### src/common/gisc_pkg.sv
// Constants, types and register map of the group inhibit and shutdown block
package gisc_pkg;
   localparam int NUM_INT = 4;
   localparam int NUM_GRP = 4;
   localparam int CNT_W = 16;
   localparam int ADDR_W = 8;
   // Timing
   localparam int CLK_PERIOD_NS = 25;
   localparam int INH_LAT_NS = 10000;
   localparam int MAINS_LAT_NS = 1000000;
   localparam int CROW_PULSE_NS = 1000000;
   localparam int INH_LAT_CYC = INH_LAT_NS / CLK_PERIOD_NS;
   localparam int MAINS_LAT_CYC = MAINS_LAT_NS / CLK_PERIOD_NS;
   localparam int CROW_PULSE_CYC =
      (CROW_PULSE_NS + CLK_PERIOD_NS - 1) / CLK_PERIOD_NS;
   // Register offsets
   localparam logic [ADDR_W-1:0] CTRL_OFF = 8'h00;
   localparam logic [ADDR_W-1:0] MODE_OFF = 8'h04;
   localparam logic [ADDR_W-1:0] MAP_OFF = 8'h08;
   localparam logic [ADDR_W-1:0] CMD_OFF = 8'h0c;
   localparam logic [ADDR_W-1:0] PSTAT_OFF = 8'h10;
   localparam logic [ADDR_W-1:0] STAT_OFF = 8'h14;
   // Control fields and reset values
   localparam int CTRL_AUTO = 0;
   localparam int CTRL_FE = 1;
   localparam int CTRL_CROW = 2;
   localparam logic [2:0] CTRL_RST = 3'h2;
   localparam logic [NUM_INT-1:0] MODE_RST = 4'h0;
   localparam logic [15:0] MAP_RST = 16'h0000;
   // Command fields
   localparam int CMD_ON_LSB = 0;
   localparam int CMD_OFF_LSB = 4;
   localparam int CMD_CROW_FIRE = 8;
   localparam int CMD_PROG_ALL = 9;
   // Status fields
   localparam int ST_ON_LSB = 0;
   localparam int ST_FORCE_LSB = 4;
   localparam int ST_PG_LSB = 8;
   localparam int ST_MAINS = 12;
   localparam int ST_BUSY = 13;
   localparam int ST_CROW = 14;
   localparam int ST_HR = 15;
   typedef enum logic {SEQ_IDLE, SEQ_PROG} gisc_seq_e;
endpackage : gisc_pkg

### src/common/gisc_evt_if.sv
// Request and activity pair between the controller and its timers
`timescale 1ns/1ps
`default_nettype none
interface gisc_evt_if;
   logic req;
   logic act;
   modport ctl (output req, input act);
   modport unit (input req, output act);
endinterface : gisc_evt_if
`default_nettype wire

### src/design/gisc_low_filter.sv
// Assertion delay: act follows req after CNT cycles, drops at once
`timescale 1ns/1ps
`default_nettype none
module gisc_low_filter
   import gisc_pkg::*;
#(
   parameter int CNT = 1
) (
   input wire logic pclk,
   input wire logic presetn,
   input wire logic ce,
   gisc_evt_if.unit ev
);
   logic [CNT_W-1:0] cnt_r;
   logic act_r;

   // Count held request cycles, release clears immediately
   always_ff @(posedge pclk or negedge presetn) begin
      if (!presetn) begin
         cnt_r <= '0;
         act_r <= 1'b0;
      end else if (ce) begin
         if (!ev.req) begin
            cnt_r <= '0;
            act_r <= 1'b0;
         end else if (!act_r) begin
            if (cnt_r == CNT_W'(CNT - 1)) begin
               act_r <= 1'b1;
            end else begin
               cnt_r <= cnt_r + 1'b1;
            end
         end
      end
   end

   assign ev.act = act_r;

   filt_rise_a: assert property (@(posedge pclk) disable iff (!presetn)
      $rose(act_r) |-> $past(ev.req) && cnt_r == CNT_W'(CNT - 1))
      else $error("filter asserted without full count");
endmodule : gisc_low_filter
`default_nettype wire

### src/design/gisc_pulse_timer.sv
// Fixed-length pulse started by a request
`timescale 1ns/1ps
`default_nettype none
module gisc_pulse_timer
   import gisc_pkg::*;
#(
   parameter int CNT = 1
) (
   input wire logic pclk,
   input wire logic presetn,
   input wire logic ce,
   gisc_evt_if.unit ev
);
   logic [CNT_W-1:0] cnt_r;
   logic act_r;

   // Load on request when idle, count down to end of pulse
   always_ff @(posedge pclk or negedge presetn) begin
      if (!presetn) begin
         cnt_r <= '0;
         act_r <= 1'b0;
      end else if (ce) begin
         if (!act_r && ev.req) begin
            act_r <= 1'b1;
            cnt_r <= CNT_W'(CNT - 1);
         end else if (act_r) begin
            if (cnt_r == '0) begin
               act_r <= 1'b0;
            end else begin
               cnt_r <= cnt_r - 1'b1;
            end
         end
      end
   end

   assign ev.act = act_r;

   pulse_end_a: assert property (@(posedge pclk) disable iff (!presetn)
      ce && act_r && cnt_r == '0 |=> !act_r)
      else $error("pulse did not end at zero count");
endmodule : gisc_pulse_timer
`default_nettype wire

### src/design/gisc_top.sv
// Group inhibit, trigger, shutdown, front-end and crowbar controller
//
// Decided for this implementation: the APB interface to the registers and the placing of the registers.
`timescale 1ns/1ps
`default_nettype none
module gisc_top
   import gisc_pkg::*;
#(
   parameter int MAINS_CYC = MAINS_LAT_CYC,
   parameter int CROW_CYC = CROW_PULSE_CYC
) (
   input wire logic pclk,
   input wire logic presetn,
   input wire logic pce,
   input wire logic psel,
   input wire logic penable,
   input wire logic pwrite,
   input wire logic [ADDR_W-1:0] paddr,
   input wire logic [31:0] pwdata,
   output logic [31:0] prdata,
   output logic pready,
   output logic pslverr,
   input wire logic [NUM_INT-1:0] interrupt_in_n,
   input wire logic mains_loss_in_n,
   input wire logic system_shutdown_in_n,
   input wire logic hard_reset_in_n,
   input wire logic [NUM_GRP-1:0] pg_in,
   output logic [NUM_GRP-1:0] pg_out,
   output logic [NUM_GRP-1:0] pg_oe_n,
   output logic prog_req_out,
   output logic [NUM_GRP-1:0] prog_grp_out,
   input wire logic prog_done_in,
   output logic nvm_store_out,
   input wire logic crowbar_event_in,
   output logic front_end_enable_out,
   output logic crowbar_trigger_out
);
   // Address match, used by both read and write decode
   function automatic logic hit(input logic [ADDR_W-1:0] a,
                                input logic [ADDR_W-1:0] off);
      hit = (a == off);
   endfunction : hit

   logic [2:0] ctrl_r;
   logic [NUM_INT-1:0] mode_r;
   logic [15:0] map_r;
   logic [NUM_GRP-1:0] pstat_r;
   logic [NUM_GRP-1:0] grp_on_r;
   logic [NUM_GRP-1:0] pend_r;
   logic [NUM_GRP-1:0] prog_grp_r;
   logic [NUM_GRP-1:0] pg_oe_n_r;
   logic [NUM_INT-1:0] int_act_d_r;
   logic mains_d_r;
   logic hr_d_r;
   logic nvm_r;
   logic [31:0] prdata_r;
   logic pslverr_r;
   gisc_seq_e seq_r;

   logic hr;
   logic wr_en;
   logic rd_setup;
   logic mapped;
   logic [NUM_INT-1:0] int_act;
   logic [NUM_INT-1:0] trig_fall;
   logic [NUM_INT-1:0] trig_rise;
   logic mains_act;
   logic mains_fall;
   logic mains_rise;
   logic hr_rel;
   logic [NUM_GRP-1:0] inh_force;
   logic [NUM_GRP-1:0] force_nxt;
   logic [NUM_GRP-1:0] cmd_on;
   logic [NUM_GRP-1:0] cmd_off;
   logic cmd_prog_all;
   logic crow_fire;
   logic prog_done;
   logic [31:0] status;

   gisc_evt_if int_ev[NUM_INT] ();
   gisc_evt_if mains_ev ();
   gisc_evt_if crow_ev ();

   // Hard reset input acts as a synchronous reset of block state, except that a running crowbar pulse is not cut short
   assign hr = !hard_reset_in_n;

   // Inhibit latency filters, one per interrupt input
   generate
      for (genvar i = 0; i < NUM_INT; i++) begin : g_int
         assign int_ev[i].req = !interrupt_in_n[i] && !hr;
         assign int_act[i] = int_ev[i].act;
         gisc_low_filter #(.CNT(INH_LAT_CYC)) u_filt (
            .pclk(pclk),
            .presetn(presetn),
            .ce(pce),
            .ev(int_ev[i])
         );
      end
   endgenerate

   // Mains-loss and shutdown behave alike, merged before the filter
   assign mains_ev.req =
      (!mains_loss_in_n || !system_shutdown_in_n) && !hr;
   assign mains_act = mains_ev.act;
   gisc_low_filter #(.CNT(MAINS_CYC)) u_mains (
      .pclk(pclk),
      .presetn(presetn),
      .ce(pce),
      .ev(mains_ev)
   );

   // Crowbar pulse timer
   assign crow_ev.req = crow_fire && ctrl_r[CTRL_CROW];
   gisc_pulse_timer #(.CNT(CROW_CYC)) u_crow (
      .pclk(pclk),
      .presetn(presetn),
      .ce(pce),
      .ev(crow_ev)
   );

   // Edge detection of filtered inputs and of the unfiltered hard reset
   assign trig_fall = int_act & ~int_act_d_r & mode_r;
   assign trig_rise = ~int_act & int_act_d_r & mode_r;
   assign mains_fall = mains_act && !mains_d_r;
   assign mains_rise = !mains_act && mains_d_r;
   assign hr_rel = !hr && hr_d_r;

   always_ff @(posedge pclk or negedge presetn) begin
      if (!presetn) begin
         int_act_d_r <= '0;
         mains_d_r <= 1'b0;
         hr_d_r <= 1'b0; // Idle level, no false release after reset
      end else if (pce) begin
         int_act_d_r <= int_act;
         mains_d_r <= mains_act;
         hr_d_r <= hr;
      end
   end

   // Inhibit map: inhibit-mode inputs force their mapped groups
   always_comb begin
      inh_force = '0;
      for (int i = 0; i < NUM_INT; i++) begin
         if (int_act[i] && !mode_r[i]) begin
            inh_force = inh_force | map_r[NUM_GRP*i +: NUM_GRP];
         end
      end
   end

   // All shutdown sources ORed per group
   assign force_nxt = inh_force | {NUM_GRP{mains_act}}
                      | {NUM_GRP{hr}} | ~grp_on_r;

   // Open-drain power-good drivers, enable low while pulling low
   always_ff @(posedge pclk or negedge presetn) begin
      if (!presetn) begin
         pg_oe_n_r <= '0;
      end else if (pce) begin
         pg_oe_n_r <= ~force_nxt;
      end
   end

   // APB decode, zero-wait access phase
   assign wr_en = psel && penable && pwrite && pce;
   assign rd_setup = psel && !penable && pce;
   assign mapped = hit(paddr, CTRL_OFF) || hit(paddr, MODE_OFF)
                   || hit(paddr, MAP_OFF) || hit(paddr, CMD_OFF)
                   || hit(paddr, PSTAT_OFF) || hit(paddr, STAT_OFF);
   assign cmd_on = (wr_en && hit(paddr, CMD_OFF) && !hr) ?
                   pwdata[CMD_ON_LSB +: NUM_GRP] : '0;
   assign cmd_off = (wr_en && hit(paddr, CMD_OFF) && !hr) ?
                    pwdata[CMD_OFF_LSB +: NUM_GRP] : '0;
   assign cmd_prog_all = wr_en && hit(paddr, CMD_OFF) && !hr
                         && pwdata[CMD_PROG_ALL];
   assign crow_fire = crowbar_event_in
                      || (wr_en && hit(paddr, CMD_OFF) && !hr
                          && pwdata[CMD_CROW_FIRE]);

   // Host-written configuration, lost under hard reset
   always_ff @(posedge pclk or negedge presetn) begin
      if (!presetn) begin
         ctrl_r <= CTRL_RST;
         mode_r <= MODE_RST;
         map_r <= MAP_RST;
      end else if (pce) begin
         if (hr) begin
            ctrl_r <= CTRL_RST;
            mode_r <= MODE_RST;
            map_r <= MAP_RST;
         end else if (wr_en && hit(paddr, CTRL_OFF)) begin
            ctrl_r <= pwdata[2:0];
         end else if (wr_en && hit(paddr, MODE_OFF)) begin
            mode_r <= pwdata[NUM_INT-1:0];
         end else if (wr_en && hit(paddr, MAP_OFF)) begin
            map_r <= pwdata[15:0];
         end
      end
   end

   // Status word
   always_comb begin
      status = '0;
      status[ST_ON_LSB +: NUM_GRP] = grp_on_r;
      status[ST_FORCE_LSB +: NUM_GRP] = ~pg_oe_n_r;
      status[ST_PG_LSB +: NUM_GRP] = pg_in;
      status[ST_MAINS] = mains_act;
      status[ST_BUSY] = (seq_r == SEQ_PROG);
      status[ST_CROW] = crow_ev.act;
      status[ST_HR] = hr;
   end

   // Read data and error captured in the setup cycle
   always_ff @(posedge pclk or negedge presetn) begin
      if (!presetn) begin
         prdata_r <= '0;
         pslverr_r <= 1'b0;
      end else if (rd_setup) begin
         pslverr_r <= !mapped || hr;
         prdata_r <= '0;
         if (!pwrite) begin
            if (hit(paddr, CTRL_OFF)) prdata_r <= {29'h0, ctrl_r};
            if (hit(paddr, MODE_OFF)) prdata_r <= {28'h0, mode_r};
            if (hit(paddr, MAP_OFF)) prdata_r <= {16'h0, map_r};
            if (hit(paddr, PSTAT_OFF)) prdata_r <= {28'h0, pstat_r};
            if (hit(paddr, STAT_OFF)) prdata_r <= status;
         end
      end
   end

   assign prdata = prdata_r;
   assign pready = psel && penable;
   assign pslverr = psel && penable && pslverr_r;

   // Programming sequencer towards the converters
   assign prog_done = (seq_r == SEQ_PROG) && prog_done_in;

   always_ff @(posedge pclk or negedge presetn) begin
      if (!presetn) begin
         seq_r <= SEQ_IDLE;
         prog_grp_r <= '0;
      end else if (pce) begin
         if (hr) begin
            seq_r <= SEQ_IDLE;
            prog_grp_r <= '0;
         end else begin
            case (seq_r)
               SEQ_IDLE: begin
                  if (pend_r != '0) begin
                     prog_grp_r <= pend_r;
                     seq_r <= SEQ_PROG;
                  end
               end
               SEQ_PROG: begin
                  if (prog_done_in) begin
                     prog_grp_r <= '0;
                     seq_r <= SEQ_IDLE;
                  end
               end
               default: seq_r <= SEQ_IDLE;
            endcase
         end
      end
   end

   assign prog_req_out = (seq_r == SEQ_PROG);
   assign prog_grp_out = prog_grp_r;

   // Pending programming requests; new requests win over the clear when the idle sequencer takes them
   always_ff @(posedge pclk or negedge presetn) begin
      if (!presetn) begin
         pend_r <= '0;
      end else if (pce) begin
         if (hr) begin
            pend_r <= '0;
         end else begin
            pend_r <= (pend_r & ~(seq_r == SEQ_IDLE ? pend_r : '0))
                      | trig_fall
                      | {NUM_GRP{mains_rise || hr_rel
                                 || cmd_prog_all}};
         end
      end
   end

   // Group on state: auto turn-on after programming, host commands
   always_ff @(posedge pclk or negedge presetn) begin
      if (!presetn) begin
         grp_on_r <= '0;
      end else if (pce) begin
         if (hr || mains_fall) begin
            grp_on_r <= '0;
         end else begin
            grp_on_r <= (grp_on_r & ~trig_rise & ~cmd_off)
                        | cmd_on
                        | (prog_done && ctrl_r[CTRL_AUTO] ?
                           prog_grp_r : '0);
         end
      end
   end

   // Programming status: completion sets, release or mains clears
   always_ff @(posedge pclk or negedge presetn) begin
      if (!presetn) begin
         pstat_r <= '0;
      end else if (pce) begin
         if (hr) begin
            pstat_r <= '0;
         end else if (mains_fall || trig_rise != '0) begin
            pstat_r <= prog_done ? prog_grp_r : '0;
         end else if (prog_done) begin
            pstat_r <= pstat_r | prog_grp_r;
         end
      end
   end

   // Run-time counter store request on mains or shutdown assertion
   always_ff @(posedge pclk or negedge presetn) begin
      if (!presetn) begin
         nvm_r <= 1'b0;
      end else if (pce) begin
         nvm_r <= mains_fall;
      end
   end

   assign nvm_store_out = nvm_r;
   assign pg_out = '0;
   assign pg_oe_n = pg_oe_n_r;
   assign front_end_enable_out = ctrl_r[CTRL_FE];
   assign crowbar_trigger_out = crow_ev.act;

   inh_force_a: assert property (@(posedge pclk) disable iff (!presetn)
      pce && (inh_force != '0) |=> (pg_oe_n & $past(inh_force)) == '0)
      else $error("inhibited group not pulled low");
   mains_all_a: assert property (@(posedge pclk) disable iff (!presetn)
      pce && mains_act |=> pg_oe_n == '0)
      else $error("mains loss did not force all groups");
   trig_off_a: assert property (@(posedge pclk) disable iff (!presetn)
      pce && trig_rise != '0 |=> (grp_on_r & $past(trig_rise)) == '0)
      else $error("released trigger left group on");
   pstat_clr_a: assert property (@(posedge pclk) disable iff (!presetn)
      pce && mains_fall && !prog_done |=> pstat_r == '0)
      else $error("programming status not cleared");
   nvm_pulse_a: assert property (@(posedge pclk) disable iff (!presetn)
      pce && mains_fall |=> nvm_store_out ##1 !nvm_store_out || !pce)
      else $error("store request not a single pulse");
   mains_prog_a: assert property (@(posedge pclk) disable iff (!presetn)
      pce && mains_rise && !hr |=> pend_r == '1)
      else $error("mains release did not request programming");
   auto_on_a: assert property (@(posedge pclk) disable iff (!presetn)
      pce && prog_done && ctrl_r[CTRL_AUTO] && !hr && !mains_fall
      |=> (grp_on_r & $past(prog_grp_r)) == $past(prog_grp_r))
      else $error("auto turn-on missing after programming");
   hr_off_a: assert property (@(posedge pclk) disable iff (!presetn)
      pce && hr |=> grp_on_r == '0 && pg_oe_n == '0)
      else $error("hard reset left a group on");
   crow_gate_a: assert property (@(posedge pclk) disable iff (!presetn)
      $rose(crowbar_trigger_out) |-> $past(ctrl_r[CTRL_CROW]))
      else $error("crowbar fired while disabled");
endmodule : gisc_top
`default_nettype wire

### config.mk
export PLATFORM = sky130hd
export DESIGN_NAME = gisc_top
export DESIGN_NICKNAME = d
export VERILOG_FILES = /design/src/common/gisc_pkg.sv /design/src/common/gisc_evt_if.sv /design/src/design/gisc_low_filter.sv /design/src/design/gisc_pulse_timer.sv /design/src/design/gisc_top.sv
export SDC_FILE = /design/constraint.sdc
export NUM_CORES = 1
export LEC_CHECK = 0
export BUFFER_PORTS_ARGS = -buffer_cell sky130_fd_sc_hd__buf_2
export CAP_MARGIN = 20
export CORE_ASPECT_RATIO = 0.75
export CORE_MARGIN = 4
export CORE_UTILIZATION = 50
export DETAILED_ROUTE_END_ITERATION = 8
export PLACE_DENSITY = 0.82
export REMOVE_ABC_BUFFERS = 1
export SLEW_MARGIN = 25
export SYNTH_ARGS = -nofsm -noshare
export SYNTH_HDL_FRONTEND = slang
export SYNTH_SLANG_ARGS = --single-unit
### constraint.sdc
create_clock -name pclk -period 5.5 [get_ports pclk]
set_input_delay 1.1 -clock pclk [delete_from_list [all_inputs] [get_ports pclk]]
set_output_delay 1.1 -clock pclk [all_outputs]
set_load 0.05 [all_outputs]
==> flow_summary_export.csv, run 1 <==
group,metric,value,unit
status,status,"finished, final reports clean",
finish,syn2layout_area_growth,11.0,%
synth,synth-async-reset-ratio,1.00,
synth,synth_warnings,0,
setup_path,ff2ff_setup_slack,3.12,ns
routing,viasPerCell,6.39,
timing,slew_viol_final,0,
clocking,cts_resized,0,
clocking,cts_root_buffer,"clkbuf_16",
routing,wl_per_cell,18.5,µm
clocking,cts_tree,"yes",
timing,skew,0.00915,ns
routing,drt_iter0_markers,1120,
routing,dr.pass1.iters,6,
clocking,clkSinkCount,170,
global_route,antenna_found_initial,0,
placement,hpwl,16700,µm
setup_path,max_stage_delay,0.81,ns
timing,fin_crit,3.23,ns
clocking,worstSkewPairLatency,0.44,ns
synth,synth_cell_type_count,76,
synth,synth_edf_count,0,
setup_path,path_cells,"buf_2, nand4_1, or4_1, nor3_2, a22o_1",
routing,drc_errors,0,
clocking,cts_hold_buf,0,
routing,vias,8412,
global_route,grt_overflow,0,
finish,final_layout_size_suffix_gt1_frac,0.131,
global_route,grt_pass1_vias,7907,
setup_path,crit_slowest_cell,"nor3_2",
setup_path,crit_path_end_kind,"flop",
die,core,0.0185,mm²
timing,rsz0062_at_grt,"no",
placement,placed_cell_area,0.00981,mm²
clocking,post_cts_buffers,0,
synth,seq_area_frac_synth,0.454,
clocking,cts_made_buffers,17,
clocking,cts_max_level,4,
global_route,grt_max_degree,92,
placement,gp_congestion,0.885,
setup_path,critPathLaunchType,"input pin",
timing,fin_crit_sh,0.587,
finish,diodes,0,
setup_path,critPathMaxFanout,37,
timing,max_freq,310,MHz
synth,syn_inst,1006,
clocking,clk_pin_slew_worst_paths,0.07,ns
timing,setup_viol,0,
routing,drt_wl_total,24300,µm
routing,ant_nets,0,
pwr,ir_worst_vdd,0.200,mV
finish,fin_nets,1122,
synth,syn_area_per_cell,9.33,µm²
die,rows,43,
finish,n_fill_cell,1570,
pwr,p_per_area,262,mW/mm²
clocking,ctsLongestPathBuffers,2,
job,cap_violations,0,
die,die_y,127,µm
timing,setup_tns,0,ns
synth,syn_area,0.00938,mm²
hold_path,hold_class,"flop to flop",
die,die_x,166,µm
setup_path,critPathRequiredTime,5.87,ns
die,die_area,0.0210,mm²
synth,ys_ff_latch,170,
timing,hold_viol,0,
placement,io_buffers,72,
die,io_pins,109,
timing,slew_headroom,0.331,
synth,synth_ff_type,"dfrtp_1",
finish,fin_area,0.0104,mm²
setup_path,worstSetupPathType,"input pin to flop",
die,floorplan.initialDensity,0.508,
pwr,p_leak,4.53,nW
global_route,grt_use_total,0.233,
global_route,grt_pass1_wl,40600,µm
timing,worst_pin_slew,0.997,ns
setup_path,crit_arrival,3.60,ns
-- power by group --
group | switching, W | internal [W]
Clock | 0.000584 | 0.000607
Sequential | 0.0000268 | 0.00127
Combinational | 0.000183 | 0.0000543
Total | 0.000794 | 0.00193
-- metrics by stage --
| step | instances | power (W) | util | worst slack, ns | hold slack (ns) |
|---|---|---|---|---|---|
| floorplan | 960 | 0.00145 | - | 2.51 | 0.443 |
| global placement | 1283 | 0.00155 | 0.532 | 1.84 | 0.457 |
| detailed placement | 1283 | 0.00155 | 0.532 | 1.83 | 0.462 |
| CTS | 1315 | 0.00273 | 0.563 | 2.26 | 0.479 |
| global route | 1316 | 0.00282 | 0.564 | 2.15 | 0.503 |
| finish | 1316 | 0.00272 | 0.564 | 2.27 | 0.471 |
-- worst max-delay path: cells and delay by family --
kind	cells	cell delay [ns]
AND/OR/NAND/NOR	3	1.62
AO/OA/AOI/OAI	1	0.25
buffers and inverters	1	0.61
-- metal layers --
metal,track usage,up-vias,part of all wire
li1,-,3911,-
met1,0.352,4035,0.46
met2,0.333,427,0.43
met3,0.0558,39,0.092
met4,0.0694,0,0.015
met5,0,-,0
-- Yosys cell counts, types with 3 or more instances --
cell / instances / area share
mux2i_1: 16 / 0.017
or3_1: 18 / 0.012
a31oi_1: 5 / 0.0033
mux2_2: 6 / 0.0072
and2_1: 5 / 0.0033
nand3b_1: 7 / 0.0056
o41ai_1: 9 / 0.0084
o22ai_1: 8 / 0.0053
nand4_1: 33 / 0.022
a21boi_0: 4 / 0.0032
ha_1: 7 / 0.0093
a22oi_1: 12 / 0.0096
nand3_1: 43 / 0.023
a31o_2: 5 / 0.0047
nor4_1: 29 / 0.019
nand4b_1: 6 / 0.0056
a22o_1: 21 / 0.020
xnor2_1: 14 / 0.013
inv_1: 37 / 0.015
o211ai_1: 9 / 0.0072
a32oi_1: 3 / 0.0028
o21a_1: 3 / 0.0024
nor2_1: 58 / 0.023
o21ai_0: 45 / 0.024
a41oi_1: 4 / 0.0037
buf_6: 3 / 0.0036
dfrtp_1: 169 / 0.45
and3_1: 19 / 0.013
nor2b_1: 11 / 0.0073
o31ai_1: 43 / 0.034
a21oi_1: 45 / 0.024
nor4bb_1: 3 / 0.0032
or4b_2: 4 / 0.0043
buf_4: 21 / 0.017
xor2_1: 5 / 0.0047
o311ai_0: 8 / 0.0075
a211o_1: 6 / 0.0056
or4_1: 34 / 0.027
o2bb2ai_1: 6 / 0.0056
nand2b_1: 12 / 0.0080
nor3_1: 12 / 0.0064
clkbuf_1: 36 / 0.014
nand2_1: 107 / 0.043
and4_1: 11 / 0.010
a221oi_1: 5 / 0.0047
-- final timing paths --
kind	startpoint	endpoint	depth (start not counted)
max	pce	map_r[1]	5
min	prdata[13]	prdata[13]	2
max reg2reg	u_crow.cnt_r[4]	u_crow.cnt_r[13]	4
min reg2reg	prdata[13]	prdata[13]	2
max in group asynchronous	presetn	map_r[1]	2
min in group asynchronous	presetn	u_crow.cnt_r[11]	1
-- cells in the final DEF, fill, tap and decap left out, drive strengths merged, types with 20 or more instances in the layout --
cell     n
or3     20
or4     37
buf     77
nand2  107
nor4    30
conb    20
o21ai   46
a22o    21
nand3   43
inv     45
dfrtp  169
nand4   33
o31ai   43
nor2    58
a21oi   45
-- flip-flops by register name, indices dropped and copies added, names as in the netlist --
name                 count
g_int.u_filt.ev.act      4
map_r                   16
prdata                  16
prog_grp_out             4
int_act_d_r              4
u_mains.cnt_r           16
pslverr_r                1
mode_r                   4
grp_on_r                 4
pg_oe_n                  4
g_int.u_filt.cnt_r      64
u_crow.ev.act            1
hr_d_r                   1
prog_req_out             1
u_crow.cnt_r            16
pend_r                   4
ctrl_r                   3
pstat_r                  4
nvm_store_out            1
mains_d_r                1
u_mains.ev.act           1
-- layout make-up --
class,instances,area (µm²),share of cell area
Clock buffer,17,425,0.0409
Clock inverter,15,154,0.0148
Inverter,38,143,0.0137
Multi-Input combinational cell,752,4720,0.453
Sequential cell,170,4260,0.409
Tap cell,247,309,0.0297
Timing Repair Buffer,77,408,0.0392
-- cells by family (layout without fill, tap and decap cells) --
family,Yosys count,in the layout,synth area share
buffers and inverters,103,147,0.0524
xor gates and xnor gates,19,19,0.0177
other,1,20,0.000400
adders and majority gates,7,7,0.00934
and+or+nand+nor,432,432,0.256
DFF,170,170,0.454
AOI/OAI and AO/OA,252,252,0.187
muxes,22,22,0.0243
Power figures use the tool's default switching activity.
==> run 2, diff against run 1 <==
--- a/config.mk
+++ b/config.mk
@@ -11,7 +11,7 @@
 export CORE_MARGIN = 4
 export CORE_UTILIZATION = 50
 export DETAILED_ROUTE_END_ITERATION = 8
-export PLACE_DENSITY = 0.82
+export PLACE_DENSITY = 0.85
 export REMOVE_ABC_BUFFERS = 1
 export SLEW_MARGIN = 25
 export SYNTH_ARGS = -nofsm -noshare
==> constraint.sdc (replaced) <==
create_clock -name pclk -period 2.95 [get_ports pclk]
set_input_delay 0.59 -clock pclk [delete_from_list [all_inputs] [get_ports pclk]]
set_output_delay 0.59 -clock pclk [all_outputs]
set_load 0.05 [all_outputs]
==> flow_summary_export.csv, run 2 (synthesis results as in run 1) <==
group,metric,value,unit
status,status,"finished, final reports clean",
pwr,combPwrFrac,0.093,
clocking,clk_pin_slew_worst_paths,0.07,ns
finish,final_common_cell,"dfrtp_1",
clocking,clkSinkCount,170,
setup_path,critPathMaxFanout,9,
global_route,grt_pass1_vias,7904,
hold_path,hold_class,"input pin to flop",
setup_path,max_stage_delay,0.65,ns
die,die_y,127,µm
clocking,post_cts_buffers,0,
timing,slew_viol_final,0,
setup_path,crit_path_end_kind,"flop",
clocking,worstSkewPairLatency,0.43,ns
timing,max_freq,415,MHz
pwr,netSwitchingPower,0.00136,W
finish,top_register,"g_int.u_filt.cnt_r",
pwr,p_per_area,475,mW/mm²
timing,setup_tns,0,ns
finish,final_layout_size_suffix_gt1_frac,0.143,
placement,gp_congestion,0.915,
timing,rsz0062_at_grt,"no",
global_route,grt_pass1_wl,40400,µm
routing,wl_per_cell,18.1,µm
routing,drc_errors,0,
finish,n_fill_cell,1546,
finish,syn2layout_area_growth,12.4,%
finish,mostFrequentLayoutCells,"dfrtp_1, nand2_1, buf_2, nor2_1",
routing,ant_nets,0,
setup_path,cp_top_family,"simple AND/OR/NAND/NOR gates",
clocking,cts_made_buffers,17,
global_route,grt_max_degree,91,
finish,fin_nets,1140,
die,die_area,0.0210,mm²
setup_path,path_cells,"or4_4, or4_1, or4_1, a21oi_1",
setup_path,crit_path_frequent_cell,"or4_1",
pwr,intPower,0.00365,W
global_route,grt_use_total,0.231,
pwr,ir_worst_vdd,0.495,mV
clocking,cts_root_buffer,"clkbuf_16",
routing,dr.pass1.iters,6,
timing,fin_crit_sh,0.817,
clocking,ctsLongestPathBuffers,2,
routing,drt_iter0_markers,1237,
routing,viasPerCell,6.43,
timing,worst_pin_slew,0.719,ns
finish,largest_reg_flops,64,
job,cap_violations,0,
clocking,cts_max_level,4,
setup_path,crit_arrival,2.77,ns
die,rows,43,
pwr,p_seq_frac,0.482,
pwr,p_leak,4.62,nW
pwr,power_switching_share,0.272,
die,die_x,166,µm
timing,fin_crit,2.41,ns
global_route,grt_overflow,0,
setup_path,worstSetupPathType,"flop to flop",
setup_path,critPathLaunchType,"flop",
finish,final_cell_count_no_fill,1335,
placement,hpwl,17000,µm
timing,hold_viol,0,
finish,fin_area,0.0105,mm²
routing,drt_wl_total,24200,µm
setup_path,crit_slowest_cell,"or4_1",
timing,skew,0.0117,ns
timing,setup_viol,0,
global_route,antenna_found_initial,1,
die,floorplan.initialDensity,0.508,
setup_path,critPathRequiredTime,3.31,ns
setup_path,critPathBufInv,0,
clocking,cts_tree,"yes",
die,core,0.0185,mm²
placement,placed_cell_area,0.00999,mm²
placement,place_inst,1301,
die,io_pins,109,
pwr,p_clk_frac,0.425,
routing,vias,8580,
timing,slew_headroom,0.520,
placement,io_buffers,72,
## run 2: timing repair
action,CTS,global route
hold buffers,1,0
resized for setup,0,0
endpoints found under the hold margin,11,0
## run 2: path summary, 6_finish.rpt
path,startpoint,end,slack [ns],cells past startpoint
setup / recovery,u_crow.cnt_r[4],u_crow.cnt_r[13],0.54,4
hold / removal,pwdata[15],map_r[15],0.38,2
setup reg to reg,u_crow.cnt_r[4],u_crow.cnt_r[13],0.54,4
hold reg to reg,prdata[14],prdata[14],0.47,2
max in group asynchronous,presetn,g_int[1].u_filt.cnt_r[6],1.71,3
min in group asynchronous,presetn,u_crow.cnt_r[13],0.53,2
## run 2: metal layers
layer / GRT usage / part of all wire
met3: 0.0520 / 0.079
met5: 0 / 0
met1: 0.343 / 0.45
met4: 0.0698 / 0.021
met2: 0.342 / 0.45
## run 2: layout make-up
| cell class | count | area (µm²) | share of cell area |
|---|---|---|---|
| Multi-Input combinational cell | 752 | 4710 | 0.446 |
| Sequential cell | 170 | 4260 | 0.403 |
| Timing Repair Buffer | 95 | 579 | 0.0549 |
| Clock buffer | 18 | 429 | 0.0407 |
| Tap cell | 247 | 309 | 0.0293 |
| Inverter | 38 | 143 | 0.0135 |
| Clock inverter | 14 | 121 | 0.0115 |
| Antenna cell | 1 | 2.50 | 0.000237 |
## run 2: worst register-to-register path, stage by stage (launching register included)
cell and delay (ns):
dfrtp_1 0.47, or4_4 0.59, or4_1 0.65, or4_1 0.46, a21oi_1 0.17
## run 2: power groups by stage
| stage | clock [W] | sequential [W] | combinational [W] |
|---|---|---|---|
| after floorplan | 0 | 0.00248 | 0.000215 |
| after global placement | 0 | 0.00246 | 0.000447 |
| after detailed placement | 0 | 0.00246 | 0.000457 |
| after CTS | 0.00215 | 0.00242 | 0.000463 |
| after global routing | 0.00227 | 0.00242 | 0.000506 |
| final | 0.00213 | 0.00242 | 0.000465 |
## run 2: through the flow
| stage | utilization | total power, W | setup slack [ns] | hold WS [ns] |
|---|---|---|---|---|
| 3_3_place_gp | 0.541 | 0.00290 | 0.386 | 0.421 |
| 6_report | 0.572 | 0.00501 | 0.540 | 0.375 |
| 3_5_place_dp | 0.541 | 0.00292 | 0.348 | 0.423 |
| 5_1_grt | 0.572 | 0.00520 | 0.465 | 0.367 |
| 4_1_cts | 0.571 | 0.00503 | 0.559 | 0.372 |
| 2_1_floorplan | - | 0.00270 | 0.471 | 0.294 |
